<file path="src/core/irq_ctrl_pkg.sv">
// Constants, register map and rule summary for the interrupt controller
// What this block does
// - Requests reach the core only while the global enable is one.
// - Any reset clears the global enable.
// - Taking an interrupt clears global enable, pushes return address, vectors to 0004h.
// - Return-from-interrupt leaves the routine and sets the global enable again.
// - Flags set on their event regardless of any interrupt enable bit.
// - Clearing global enable drops next-cycle entries; they stay pending.
// - External events enter the routine three or four instruction cycles later.
// - Edge pin is edge-triggered; polarity bit picks rising or falling; sets pin flag.
// - Pin enable masks the pin interrupt; an enabled edge wakes from sleep.
// - Analog-selected pins read zero and never make edge or change events.
// - Timer rollover FFh to 00h sets overflow flag, gated by its enable.
// - Enabled pin changes set the port-change flag, gated by its enable.
// - A change coinciding with a port access may be lost.
// - The pin flag may be set during the fourth and first sub-phases.
// - Peripheral flags and enables live in their own request and enable registers.
// - Only the return address is saved on entry; no working or status save.
// - Any enabled flagged source wakes from sleep whatever the global enable.
// - On wake with global enable set, run the prefetched instruction, then vector.
package irq_ctrl_pkg;
    // APB byte addresses
    localparam logic [7:0] ADDR_INTCTL  = 8'h00;
    localparam logic [7:0] ADDR_PCF     = 8'h04;
    localparam logic [7:0] ADDR_PCFALL  = 8'h08;
    localparam logic [7:0] ADDR_PCRISE  = 8'h0c;
    localparam logic [7:0] ADDR_LATCH   = 8'h10;
    localparam logic [7:0] ADDR_PEN1    = 8'h14;
    localparam logic [7:0] ADDR_PREQ1   = 8'h18;
    localparam logic [7:0] ADDR_PEN2    = 8'h1c;
    localparam logic [7:0] ADDR_PREQ2   = 8'h20;
    localparam logic [7:0] ADDR_OPTCFG  = 8'h24;
    localparam logic [7:0] ADDR_STATUS  = 8'h28;
    localparam logic [7:0] ADDR_TIMER   = 8'h2c;
    // Control register fields
    localparam int BIT_GIE  = 7;
    localparam int BIT_PERIPHERAL_IRQ_ENABLE = 6;
    localparam int BIT_TIE  = 5;
    localparam int BIT_PINE = 4;
    localparam int BIT_CHGE = 3;
    localparam int BIT_TIF  = 2;
    localparam int BIT_PINF = 1;
    localparam int BIT_CHGF = 0;
    // Option/config register fields
    localparam int BIT_EDGE_POL  = 0;
    localparam int BIT_TMR_RUN   = 1;
    localparam int CFG_ANALOG_SELECT_REG_LSB = 8;
    // Reset values
    localparam logic [7:0] RST_ZERO   = 8'h00;
    localparam logic [7:0] RST_ANALOG = 8'h37;
    // Vector and widths
    localparam logic [12:0] IRQ_VECTOR = 13'h0004;
    localparam int PORT_W = 6;
    localparam int PIN_EDGE_IDX = 2;
    localparam logic [1:0] PHASE_Q1 = 2'h0;
    localparam logic [1:0] PHASE_Q4 = 2'h3;
    // Entry wait count: the vector loads at the third instruction-cycle end after the request is seen
    localparam logic [1:0] ENTRY_CYCLES = 2'h2;
    typedef enum logic [1:0] {
        ST_RUN   = 2'b00,
        ST_WAIT  = 2'b01,
        ST_SLEEP = 2'b10,
        ST_WAKE  = 2'b11
    } core_state_e;
endpackage

</file>
<file path="src/core/pin_sync_edge.sv">
// Two-flop pin synchroniser with per-pin rise and fall detect
`timescale 1ns/1ps
module pin_sync_edge (
    // Clock and reset
    input  wire logic                                clk,
    input  wire logic                                rst,
    // Pins and masking
    input  wire logic [irq_ctrl_pkg::PORT_W-1:0]     pinsAsync,
    input  wire logic [irq_ctrl_pkg::PORT_W-1:0]     analogSel,
    // Results
    output logic      [irq_ctrl_pkg::PORT_W-1:0]     pinLevel,
    output logic      [irq_ctrl_pkg::PORT_W-1:0]     roseEvt,
    output logic      [irq_ctrl_pkg::PORT_W-1:0]     fellEvt
);
    import irq_ctrl_pkg::*;
    logic [PORT_W-1:0] meta_reg;
    logic [PORT_W-1:0] sync_reg;
    logic [PORT_W-1:0] prev_reg;

    // Meta flop feeds only the second flop
    always_ff @(posedge clk) begin
        if (rst) begin
            meta_reg <= '0;
            sync_reg <= '0;
            prev_reg <= '0;
        end else begin
            meta_reg <= pinsAsync;
            sync_reg <= meta_reg;
            prev_reg <= pinLevel;
        end
    end

    // Analog pins read low, so they never toggle
    assign pinLevel = sync_reg & ~analogSel;
    assign roseEvt  = pinLevel & ~prev_reg;
    assign fellEvt  = ~pinLevel & prev_reg;
endmodule

</file>
<file path="src/core/irq_ctrl.sv">
// Interrupt controller with APB registers and core handshake
//
// The implementer's own choices: the APB register port and the address map.
`timescale 1ns/1ps
module irq_ctrl (
    // Clock and reset
    input  wire logic                            clk,
    input  wire logic                            rst,
    // APB slave
    input  wire logic                            psel,
    input  wire logic                            penable,
    input  wire logic                            pwrite,
    input  wire logic [7:0]                      paddr,
    input  wire logic [31:0]                     pwdata,
    output logic      [31:0]                     prdata,
    output logic                                 pready,
    output logic                                 pslverr,
    // Port pins
    input  wire logic [irq_ctrl_pkg::PORT_W-1:0] portPins,
    // Event sources
    input  wire logic [7:0]                      periphSetOne,
    input  wire logic [7:0]                      periphSetTwo,
    // Core sequencer handshake
    input  wire logic [12:0]                     returnPc,
    input  wire logic                            returnFromIrq,
    input  wire logic                            sleepInstr,
    input  wire logic                            portAccess,
    output logic                                 vectorLoad,
    output logic [12:0]                          vectorAddr,
    output logic                                 stackPush,
    output logic [12:0]                          stackData,
    output logic                                 irqRequest,
    output logic                                 wakeUp,
    output logic                                 sleeping
);
    import irq_ctrl_pkg::*;

    logic [7:0]        intCtl_reg;
    logic [7:0]        pcFlag_reg;
    logic [7:0]        pcFall_reg;
    logic [7:0]        pcRise_reg;
    logic [7:0]        latch_reg;
    logic [7:0]        pen1_reg;
    logic [7:0]        preq1_reg;
    logic [7:0]        pen2_reg;
    logic [7:0]        preq2_reg;
    logic [7:0]        timer_reg;
    logic              edgePol_reg;
    logic              tmrRun_reg;
    logic [7:0]        analog_reg;
    logic [1:0]        phase_reg;
    logic [1:0]        wait_reg;
    logic [1:0]        drop_reg;
    core_state_e       state_reg;
    logic [PORT_W-1:0] pinLevel;
    logic [PORT_W-1:0] roseEvt;
    logic [PORT_W-1:0] fellEvt;
    logic              cycEnd;
    logic              wrEn;
    logic              pinEdge;
    logic [PORT_W-1:0] chgHit;
    logic              tmrWrap;
    logic              srcActive;
    logic              takeIrq;
    logic              gieClrWrite;

    // Register write decode, reused by every process that takes an APB register write
    function automatic logic hit(input logic [7:0] a, input logic [7:0] addr);
        hit = (a == addr);
    endfunction

    pin_sync_edge u_sync (
        .clk       (clk),
        .rst       (rst),
        .pinsAsync (portPins),
        .analogSel (analog_reg[PORT_W-1:0]),
        .pinLevel  (pinLevel),
        .roseEvt   (roseEvt),
        .fellEvt   (fellEvt)
    );

    // Access phase always completes in one cycle
    assign wrEn = psel && penable && pwrite && pready;
    assign cycEnd = (phase_reg == PHASE_Q4);

    // Pin edge accepted in any sub-phase, Q4 through Q1 included
    assign pinEdge = edgePol_reg ? roseEvt[PIN_EDGE_IDX]
                                 : fellEvt[PIN_EDGE_IDX];
    // Change hit only on enabled direction; lost during port access
    assign chgHit = ((roseEvt & pcRise_reg[PORT_W-1:0]) | (fellEvt & pcFall_reg[PORT_W-1:0]))
                    & {PORT_W{~portAccess}};
    assign tmrWrap = tmrRun_reg && cycEnd && (timer_reg == 8'hff);

    // Combined enabled source
    assign srcActive = (intCtl_reg[BIT_TIE] & intCtl_reg[BIT_TIF])
                     | (intCtl_reg[BIT_PINE] & intCtl_reg[BIT_PINF])
                     | (intCtl_reg[BIT_CHGE] & intCtl_reg[BIT_CHGF])
                     | (intCtl_reg[BIT_PERIPHERAL_IRQ_ENABLE] & (|(pen1_reg & preq1_reg)
                                              | |(pen2_reg & preq2_reg)));
    // A software clear of global enable suppresses entry this cycle
    assign gieClrWrite = wrEn && hit(paddr, ADDR_INTCTL) && !pwdata[BIT_GIE];
    assign takeIrq = intCtl_reg[BIT_GIE] && srcActive && !gieClrWrite
                     && (drop_reg == 2'h0);

    // Instruction-cycle phase divider
    always_ff @(posedge clk) begin
        if (rst) begin
            phase_reg <= PHASE_Q1;
        end else begin
            phase_reg <= phase_reg + 2'h1;
        end
    end

    // Hold-off window after a global clear; requests stay pending
    always_ff @(posedge clk) begin
        if (rst) begin
            drop_reg <= 2'h0;
        end else if (gieClrWrite) begin
            drop_reg <= 2'h1;
        end else if (cycEnd && drop_reg != 2'h0) begin
            drop_reg <= drop_reg - 2'h1;
        end
    end

    // Control register: flags set win over software clears
    always_ff @(posedge clk) begin
        if (rst) begin
            intCtl_reg <= RST_ZERO;
        end else begin
            if (wrEn && hit(paddr, ADDR_INTCTL)) begin
                intCtl_reg <= pwdata[7:0];
            end
            if (state_reg == ST_WAIT && cycEnd && wait_reg == 2'h0) begin
                intCtl_reg[BIT_GIE] <= 1'b0;
            end
            if (returnFromIrq) begin
                intCtl_reg[BIT_GIE] <= 1'b1;
            end
            if (tmrWrap) begin
                intCtl_reg[BIT_TIF] <= 1'b1;
            end
            if (pinEdge) begin
                intCtl_reg[BIT_PINF] <= 1'b1;
            end
            if (|chgHit) begin
                intCtl_reg[BIT_CHGF] <= 1'b1;
            end
        end
    end

    // Per-pin change flags
    always_ff @(posedge clk) begin
        if (rst) begin
            pcFlag_reg <= RST_ZERO;
        end else begin
            if (wrEn && hit(paddr, ADDR_PCF)) begin
                pcFlag_reg <= pwdata[7:0] & 8'h3f;
            end
            pcFlag_reg[PORT_W-1:0] <= (wrEn && hit(paddr, ADDR_PCF)
                                       ? pwdata[PORT_W-1:0] : pcFlag_reg[PORT_W-1:0])
                                      | chgHit;
        end
    end

    // Peripheral request registers, sources set regardless of enables
    always_ff @(posedge clk) begin
        if (rst) begin
            preq1_reg <= RST_ZERO;
            preq2_reg <= RST_ZERO;
        end else begin
            preq1_reg <= (wrEn && hit(paddr, ADDR_PREQ1) ? pwdata[7:0] : preq1_reg)
                         | periphSetOne;
            preq2_reg <= (wrEn && hit(paddr, ADDR_PREQ2) ? pwdata[7:0] : preq2_reg)
                         | periphSetTwo;
        end
    end

    // Plain configuration registers
    always_ff @(posedge clk) begin
        if (rst) begin
            pcFall_reg  <= RST_ZERO;
            pcRise_reg  <= RST_ZERO;
            latch_reg   <= RST_ZERO;
            pen1_reg    <= RST_ZERO;
            pen2_reg    <= RST_ZERO;
            edgePol_reg <= 1'b1;
            tmrRun_reg  <= 1'b0;
            analog_reg  <= RST_ANALOG;
        end else if (wrEn) begin
            if (hit(paddr, ADDR_PCFALL)) pcFall_reg <= pwdata[7:0] & 8'h3f;
            if (hit(paddr, ADDR_PCRISE)) pcRise_reg <= pwdata[7:0] & 8'h3f;
            if (hit(paddr, ADDR_LATCH))  latch_reg  <= pwdata[7:0] & 8'h37;
            if (hit(paddr, ADDR_PEN1))   pen1_reg   <= pwdata[7:0];
            if (hit(paddr, ADDR_PEN2))   pen2_reg   <= pwdata[7:0];
            if (hit(paddr, ADDR_OPTCFG)) begin
                edgePol_reg <= pwdata[BIT_EDGE_POL];
                tmrRun_reg  <= pwdata[BIT_TMR_RUN];
                analog_reg  <= pwdata[CFG_ANALOG_SELECT_REG_LSB +: 8];
            end
        end
    end

    // 8-bit timer, one count per instruction cycle
    always_ff @(posedge clk) begin
        if (rst) begin
            timer_reg <= RST_ZERO;
        end else if (wrEn && hit(paddr, ADDR_TIMER)) begin
            timer_reg <= pwdata[7:0];
        end else if (tmrRun_reg && cycEnd) begin
            timer_reg <= timer_reg + 8'h01;
        end
    end

    // Core sequencing: run, entry wait, sleep, wake
    always_ff @(posedge clk) begin
        if (rst) begin
            state_reg <= ST_RUN;
            wait_reg  <= 2'h0;
            sleeping  <= 1'b0;
            wakeUp    <= 1'b0;
        end else begin
            wakeUp <= 1'b0;
            case (state_reg)
                ST_RUN: begin
                    if (takeIrq) begin
                        state_reg <= ST_WAIT;
                        wait_reg  <= ENTRY_CYCLES;
                    end else if (sleepInstr) begin
                        state_reg <= ST_SLEEP;
                        sleeping  <= 1'b1;
                    end
                end
                ST_WAIT: begin
                    // Fixed wait keeps latency independent of instruction length
                    if (cycEnd) begin
                        if (wait_reg == 2'h0) begin
                            state_reg <= ST_RUN;
                        end else begin
                            wait_reg <= wait_reg - 2'h1;
                        end
                    end
                end
                ST_SLEEP: begin
                    if (srcActive) begin
                        sleeping  <= 1'b0;
                        wakeUp    <= 1'b1;
                        state_reg <= intCtl_reg[BIT_GIE] ? ST_WAKE : ST_RUN;
                    end
                end
                ST_WAKE: begin
                    // Prefetched instruction runs one cycle before vectoring
                    if (cycEnd) begin
                        state_reg <= ST_WAIT;
                        wait_reg  <= 2'h0;
                    end
                end
                default: begin
                    state_reg <= ST_RUN;
                end
            endcase
        end
    end

    // Entry strobes; only the return address is saved
    always_ff @(posedge clk) begin
        if (rst) begin
            vectorLoad <= 1'b0;
            vectorAddr <= 13'h0000;
            stackPush  <= 1'b0;
            stackData  <= 13'h0000;
            irqRequest <= 1'b0;
        end else begin
            vectorLoad <= 1'b0;
            stackPush  <= 1'b0;
            irqRequest <= intCtl_reg[BIT_GIE] && srcActive;
            if (state_reg == ST_WAIT && cycEnd && wait_reg == 2'h0) begin
                vectorLoad <= 1'b1;
                vectorAddr <= IRQ_VECTOR;
                stackPush  <= 1'b1;
                stackData  <= returnPc;
            end
        end
    end

    // APB read data, zero-wait answer, error on unmapped address
    always_ff @(posedge clk) begin
        if (rst) begin
            prdata  <= 32'h0000_0000;
            pready  <= 1'b0;
            pslverr <= 1'b0;
        end else begin
            pready  <= psel && !penable;
            pslverr <= 1'b0;
            if (psel && !penable) begin
                prdata <= 32'h0000_0000;
                case (paddr)
                    ADDR_INTCTL: prdata[7:0] <= intCtl_reg;
                    ADDR_PCF:    prdata[7:0] <= pcFlag_reg;
                    ADDR_PCFALL: prdata[7:0] <= pcFall_reg;
                    ADDR_PCRISE: prdata[7:0] <= pcRise_reg;
                    ADDR_LATCH:  prdata[7:0] <= latch_reg;
                    ADDR_PEN1:   prdata[7:0] <= pen1_reg;
                    ADDR_PREQ1:  prdata[7:0] <= preq1_reg;
                    ADDR_PEN2:   prdata[7:0] <= pen2_reg;
                    ADDR_PREQ2:  prdata[7:0] <= preq2_reg;
                    ADDR_OPTCFG: prdata[15:0] <= {analog_reg, 6'h00, tmrRun_reg, edgePol_reg};
                    ADDR_STATUS: prdata[PORT_W+3:0] <= {pinLevel, state_reg, sleeping, 1'b0};
                    ADDR_TIMER:  prdata[7:0] <= timer_reg;
                    default:     pslverr <= 1'b1;
                endcase
            end
        end
    end
endmodule

</file>
<file path="config.mk">
export PLATFORM = sky130hd
export DESIGN_NAME = irq_ctrl
export DESIGN_NICKNAME = d
export VERILOG_FILES = /design/src/core/irq_ctrl_pkg.sv /design/src/core/pin_sync_edge.sv /design/src/core/irq_ctrl.sv
export SDC_FILE = /design/constraint.sdc
export NUM_CORES = 1
export LEC_CHECK = 0
export BUFFER_PORTS_ARGS = -buffer_cell sky130_fd_sc_hd__buf_2
export CELL_PAD_IN_SITES_DETAIL_PLACEMENT = 1
export CELL_PAD_IN_SITES_GLOBAL_PLACEMENT = 2
export CORE_ASPECT_RATIO = 1.4
export CORE_MARGIN = 5
export CORE_UTILIZATION = 29
export DETAILED_ROUTE_END_ITERATION = 8
export HOLD_SLACK_MARGIN = 0.05
export PLACE_DENSITY = 0.87
export SYNTH_ARGS = -nofsm -noshare
export SYNTH_HDL_FRONTEND = slang
export SYNTH_SLANG_ARGS = --single-unit
</file>
<file path="constraint.sdc">
create_clock -name clk -period 1.8 [get_ports clk]
set_input_delay 0.27 -clock clk [delete_from_list [all_inputs] [get_ports clk]]
set_output_delay 0.27 -clock clk [all_outputs]
set_load 0.02 [all_outputs]
</file>
Word level (Yosys, flattened, before mapping)
Index checks and enable logic that the tools add are counted.
- register bits after elaboration: 143
- word-level logic and storage cells: 176
- output and inout bits: 65
- bits of input ports: 83
- $add $sub $neg: 4
- equal/unequal tests: 25
- multiplexer cells: 37
- bitwise operators: 26
- reductions and logical operators: 50
- operators with widths (kind ; count):
    $pmux W8 S12 ; 1
    $mux W8 ; 5
    $and A6 B6 Y6 ; 6
    $eq A8 B5 Y1 const B ; 4
    $eq A8 B6 Y1 const B ; 4
    $mux W2 ; 11
    $logic_and A1 B1 Y1 ; 18
    $not A6 Y6 ; 3
    $and A8 B8 Y8 ; 2
    $eq A8 B4 Y1 const B ; 2
    $ne A2 B2 Y1 const B ; 8
    $or A8 B8 Y8 ; 2
    $reduce_or A8 Y1 ; 2
    $mux W1 ; 14
    $reduce_bool A2 Y1 ; 7
    $mux W6 ; 2
    $or A6 B6 Y6 ; 2
    $reduce_and A2 Y1 ; 6
    $reduce_or A12 Y1 ; 1
    $reduce_and A5 Y1 ; 2
    $add A8 B1 Y8 const B ; 1
    $eq A8 B3 Y1 const B ; 1
    $eq A8 B8 Y1 const B ; 1
    $logic_not A8 Y1 ; 1
    other kinds (18) ; 36

Depth between registers and ports, before layout
- depth after elaboration: 10
- gate-level depth with buffers: 9
- depth with buffers taken out: 8

Modules after synthesis
From an unflattened synthesis, not the netlist that was laid out.
- cells, all modules: 764
- area total of the unflattened synthesis: 6557.5 um2
- by module, submodules not included (module ; instances ; cells each ; seq. area each (um2) ; area an instance (um2)):
    irq_ctrl ; 1 ; 703 ; 2502.4 ; 5963.2
    pin_sync_edge ; 1 ; 61 ; 360.3 ; 594.3

Worst setup path before layout
Ideal clock, no wire load.
- kind: reg2reg
- from: reg pready
- to: reg pcFlag_reg[4]
- required time: 1.668 ns
- period minus slack after synthesis: 1.716 ns
- stages on the path, launching flop included: 7
- library setup time: 0.132 ns
- buffers on the path: 1
- arrival time: 1.584 ns
- setup slack: 0.084 ns
- path through: dfxtp_1 and4_1 clkbuf_1 nand2_1 nor2_2 mux2i_1 a21oi_1
- longest elaborated chain between the ends: 4
- ends and longest elaborated chain (item ; line ; source):
    start, declared ; irq_ctrl.sv:16 ; output logic pready,
    start signal, assigned ; irq_ctrl.sv:292 ; pready <= psel && !penable;
    $logic_and A1 B1 Y1 ; irq_ctrl.sv:83 ; assign wrEn = psel && penable && pwrite && pready;
    $logic_and A1 B1 Y1 ; irq_ctrl.sv:159 ; pcFlag_reg[PORT_W-1:0] <= (wrEn && hit(paddr, ADDR_PCF)
    $mux W6 ; irq_ctrl.sv:160 ; ? pwdata[PORT_W-1:0] : pcFlag_reg[PORT_W-1:0])
    $or A6 B6 Y6 ; irq_ctrl.sv:161 ; | chgHit;
    end signal, assigned ; irq_ctrl.sv:157 ; pcFlag_reg <= pwdata[7:0] & 8'h3f;
    end signal, assigned by index ; irq_ctrl.sv:159 ;
    end, declared ; irq_ctrl.sv:39 ; logic [7:0] pcFlag_reg;
No other way between the ends.
A chain may end at the register's enable or synchronous reset.

Worst setup path in the final report
- from: reg pen1_reg[3]
- to: reg prdata[3]
- longest elaborated chain between the ends: 1
- ends and longest elaborated chain (item ; line ; source):
    start, declared ; irq_ctrl.sv:43 ; logic [7:0] pen1_reg;
    start signal, assigned ; irq_ctrl.sv:193 ; if (hit(paddr, ADDR_PEN1)) pen1_reg <= pwdata[7:0];
    $pmux W8 S12 ; irq_ctrl.sv:296 ; case (paddr)
    end signal, assigned ; irq_ctrl.sv:297 ; ADDR_INTCTL: prdata[7:0] <= intCtl_reg;
    end signal, assigned ; irq_ctrl.sv:298 ; ADDR_PCF: prdata[7:0] <= pcFlag_reg;
    end signal, assigned ; irq_ctrl.sv:299 ; ADDR_PCFALL: prdata[7:0] <= pcFall_reg;
    end, declared ; irq_ctrl.sv:15 ; output logic [31:0] prdata,
No other way between the ends.

==> metrics.yaml <==
yosys:
  synthTopCellsByArea: "dfxtp_1 43%, nand2_1 7.0%, mux2i_1 5.0%, a21oi_1 4.8%, nor2_1 4.8%"
  syn_avg_cell_area_um2: 8.430
  synth-async-reset-ratio_pct: 0
  yosys_register_bits: 143
  syn_area_um2: 6626
  yosys.area.top_type_share_pct: 43.20
  ys_seq_area_share_pct: 43.20
  synth_area_leader_cell: "dfxtp_1"
  synth_cells: 786
  yosysUniqueCellTypes: 58
  synth_warnings: 0
  synth_flop_cell: "dfxtp_1"
  synth_edf_count: 0
worst_setup_path:
  path_max_fanout: 3
  worstSetupPathType: "reg -> reg"
  required_ps: 2090
  crit_family: "compound AO/OA/AOI/OAI gates"
  cp-start-kind: "flop"
  max_stage_delay_ps: 440
  path_buf_inv: 0
  crit_path_end_kind: "flop"
  path_cells: "mux2_2 > a221oi_1 > nor2_1 > a22oi_1 > or3_1 > a21oi_1"
  slowest_stage: "a221oi_1"
  arrival_ps: 2040
grt:
  overflow: 0
  grt_pass1_wl_mm: 36.96
  grt_pass1_vias: 6724
  antenna_found_initial: 1
  grtUsageTotal_pct: 18.44
  grt_max_degree: 43
pwr:
  peakVddDrop_mv: 0.5844
  netSwitchingPower_mw: 1.854
  power_frac_seq_pct: 45.3
  p_per_area_nw_per_um2: 842.9
  switching_share_pct: 25.65
  pwr-share-clk_pct: 46.0
  combPwrFrac_pct: 8.8
  power_mw: 7.229
  intPower_mw: 5.375
  cellLeakagePower_nw: 3.392
timing:
  whs_ps: 61.83
  fmax_mhz: 570.9
  final-setup-viol-count: 0
  worst_slack_ps: 48.26
  slew-limit-headroom_pct: 64.75
  period_share_pct: 97.32
  hold_violations: 0
  skew_ps: 10.68
  fin_crit_ps: 1752
  drv_slew: 0
  worst_slew_pin_slew_ps: 528.7
clock_tree:
  htree_levels: 4
  postCtsSetupRepairBufs: 0
  numCtsBuffers: 17
  clkLatencyLatePin_ps: 420
  ctsLongestPathBuffers: 2
  clk_pin_slew_worst_paths_ps: 60
  clkSinkCount: 143
  cts_tree: "built"
  root_buffer: "clkbuf_16"
finish:
  largest-register: "prdata"
  drive_above_1_share_pct: 26.29
  final_util_pct: 38.07
  area_growth_syn_to_layout_pct: 29.44
  multi_input_area_um2: 3391
  n_antenna_cell: 0
  fillerInstances: 2734
  nNetsFinal: 1041
  largest_reg_flops: 16
  top_regs: "prdata x16, stackData x13"
  seq_area_um2: 2863
die:
  die_area_um2: 26020
  die_h_um: 188.9
  die_w_um: 137.8
  coreArea_um2: 22530
  ios: 148
  start_util_pct: 29.41
  rows: 65
routing:
  vias_per_cell: 5.007
  final_antenna_net_count: 0
  drtPass1Iterations: 4
  drc: 0
  num_vias: 6344
  wire_per_inst_um: 18.84
  wl_mm: 23.87
  drt_iter0_markers: 332
run:
  drv_cap: 0
placement:
  port_buffers: 103
  gp_congestion: 0.9170
  pre_cts_ws_ps: -223.1
  dp_hpwl_mm: 17.90
status:
  status: "completed"
hold_path:
  hold_path.class: "in -> reg"
[logic make-up (layout without fill, tap and decap cells)]
kind of cell    Yosys count  count (layout)  share of synthesized area [%]
simple gates            305             305                          22.15
compound gates          189             189                          18.03
flops                   143             143                          43.20
buf+inv                  93             246                          7.496
mux                      43              43                          7.251
xor+xnor                  8               8                          1.057
fa+ha+maj                 4               4                         0.7553
other cells               1              28                        0.05659
[repair_timing]
item | CTS | global route
hold buffers | 7 | 0
setup endpoints to repair | 1 | 25
resized for setup | 1 | 5
hold endpoints to repair | 7 | 0
[per-stage QoR]
stage / cells / cell area (µm²) / TNS [ps]
floorplan: 813 / 6728 / 0
global placement: 1229 / 7938 / -2054
detailed placement: 1229 / 7938 / -3953
CTS: 1267 / 8556 / 0
global route: 1267 / 8577 / -1.589
finish: 1267 / 8577 / 0
[worst paths after layout]
check,end,start,depth (start not counted),slack (ps)
worst max-delay path,prdata[3],pen1_reg[3],6,50
worst min-delay path,preq1_reg[2],periphSetOne[2],3,60
worst max register to register,prdata[3],pen1_reg[3],6,50
worst min register to register,phase_reg[0],phase_reg[0],1,420
[cell usage in the layout, fill, tap and decap left out, drive strengths merged, types with 15 or more instances in the layout]
master  instances
a211oi         17
a21oi          64
a22oi          17
a31oi          19
buf           191
clkbuf         19
conb           28
dfxtp         143
inv            20
mux2i          33
nand2         124
nand3          15
nor2           89
nor2b          25
o21ai          33
[per-layer routing]
metal	share of wire, %	wire (µm)	vias to the layer above	track usage, %
met2	52	12470	191	32.73
li1	-	-	3012	-
met4	4.6	1092	2	8.897
met5	0.046	11	-	0
met3	4.5	1075	55	4.147
met1	39	9221	3084	20.46
[synth_stat cells (4+ instances only)]
master,instances
xnor2_1,5
a22o_1,7
nor2b_1,25
a22oi_1,17
o22ai_1,4
nor2_1,84
mux2_2,7
buf_4,32
mux2i_1,33
nand3b_1,8
buf_2,10
and3_1,4
ha_1,4
a21oi_1,64
dfxtp_1,143
a221oi_1,5
nand2b_1,9
nor3b_1,6
nand3_1,13
nor3_1,8
a31oi_1,19
a211oi_1,17
clkbuf_1,31
inv_1,17
o21ai_0,33
or2_2,5
nand2_1,123
[tightest hold or removal path: cells and delay by family]
family                 cells  cell delay [ps]
buffers and inverters      1               80
and+or+nand+nor            1               70
AOI/OAI and AO/OA          1               30
[power groups by stage]
stage	logic [mW]	clock network [mW]	registers, mW
floorplan	0.348	0	3.34
global placement	0.605	0	3.34
global route	0.683	3.51	3.28
finish	0.633	3.32	3.27
CTS	0.633	3.39	3.27
detailed placement	0.617	0	3.34
[final cells by class]
class	instances	share of cell area, %
multi-input combinational	577	39.53
sequential	143	33.38
clock inverter	12	1.327
clock buffer	19	5.047
timing repair buffer	198	15.58
tap	301	4.391
inverter	17	0.7440
Power figures use the tool's default switching activity.
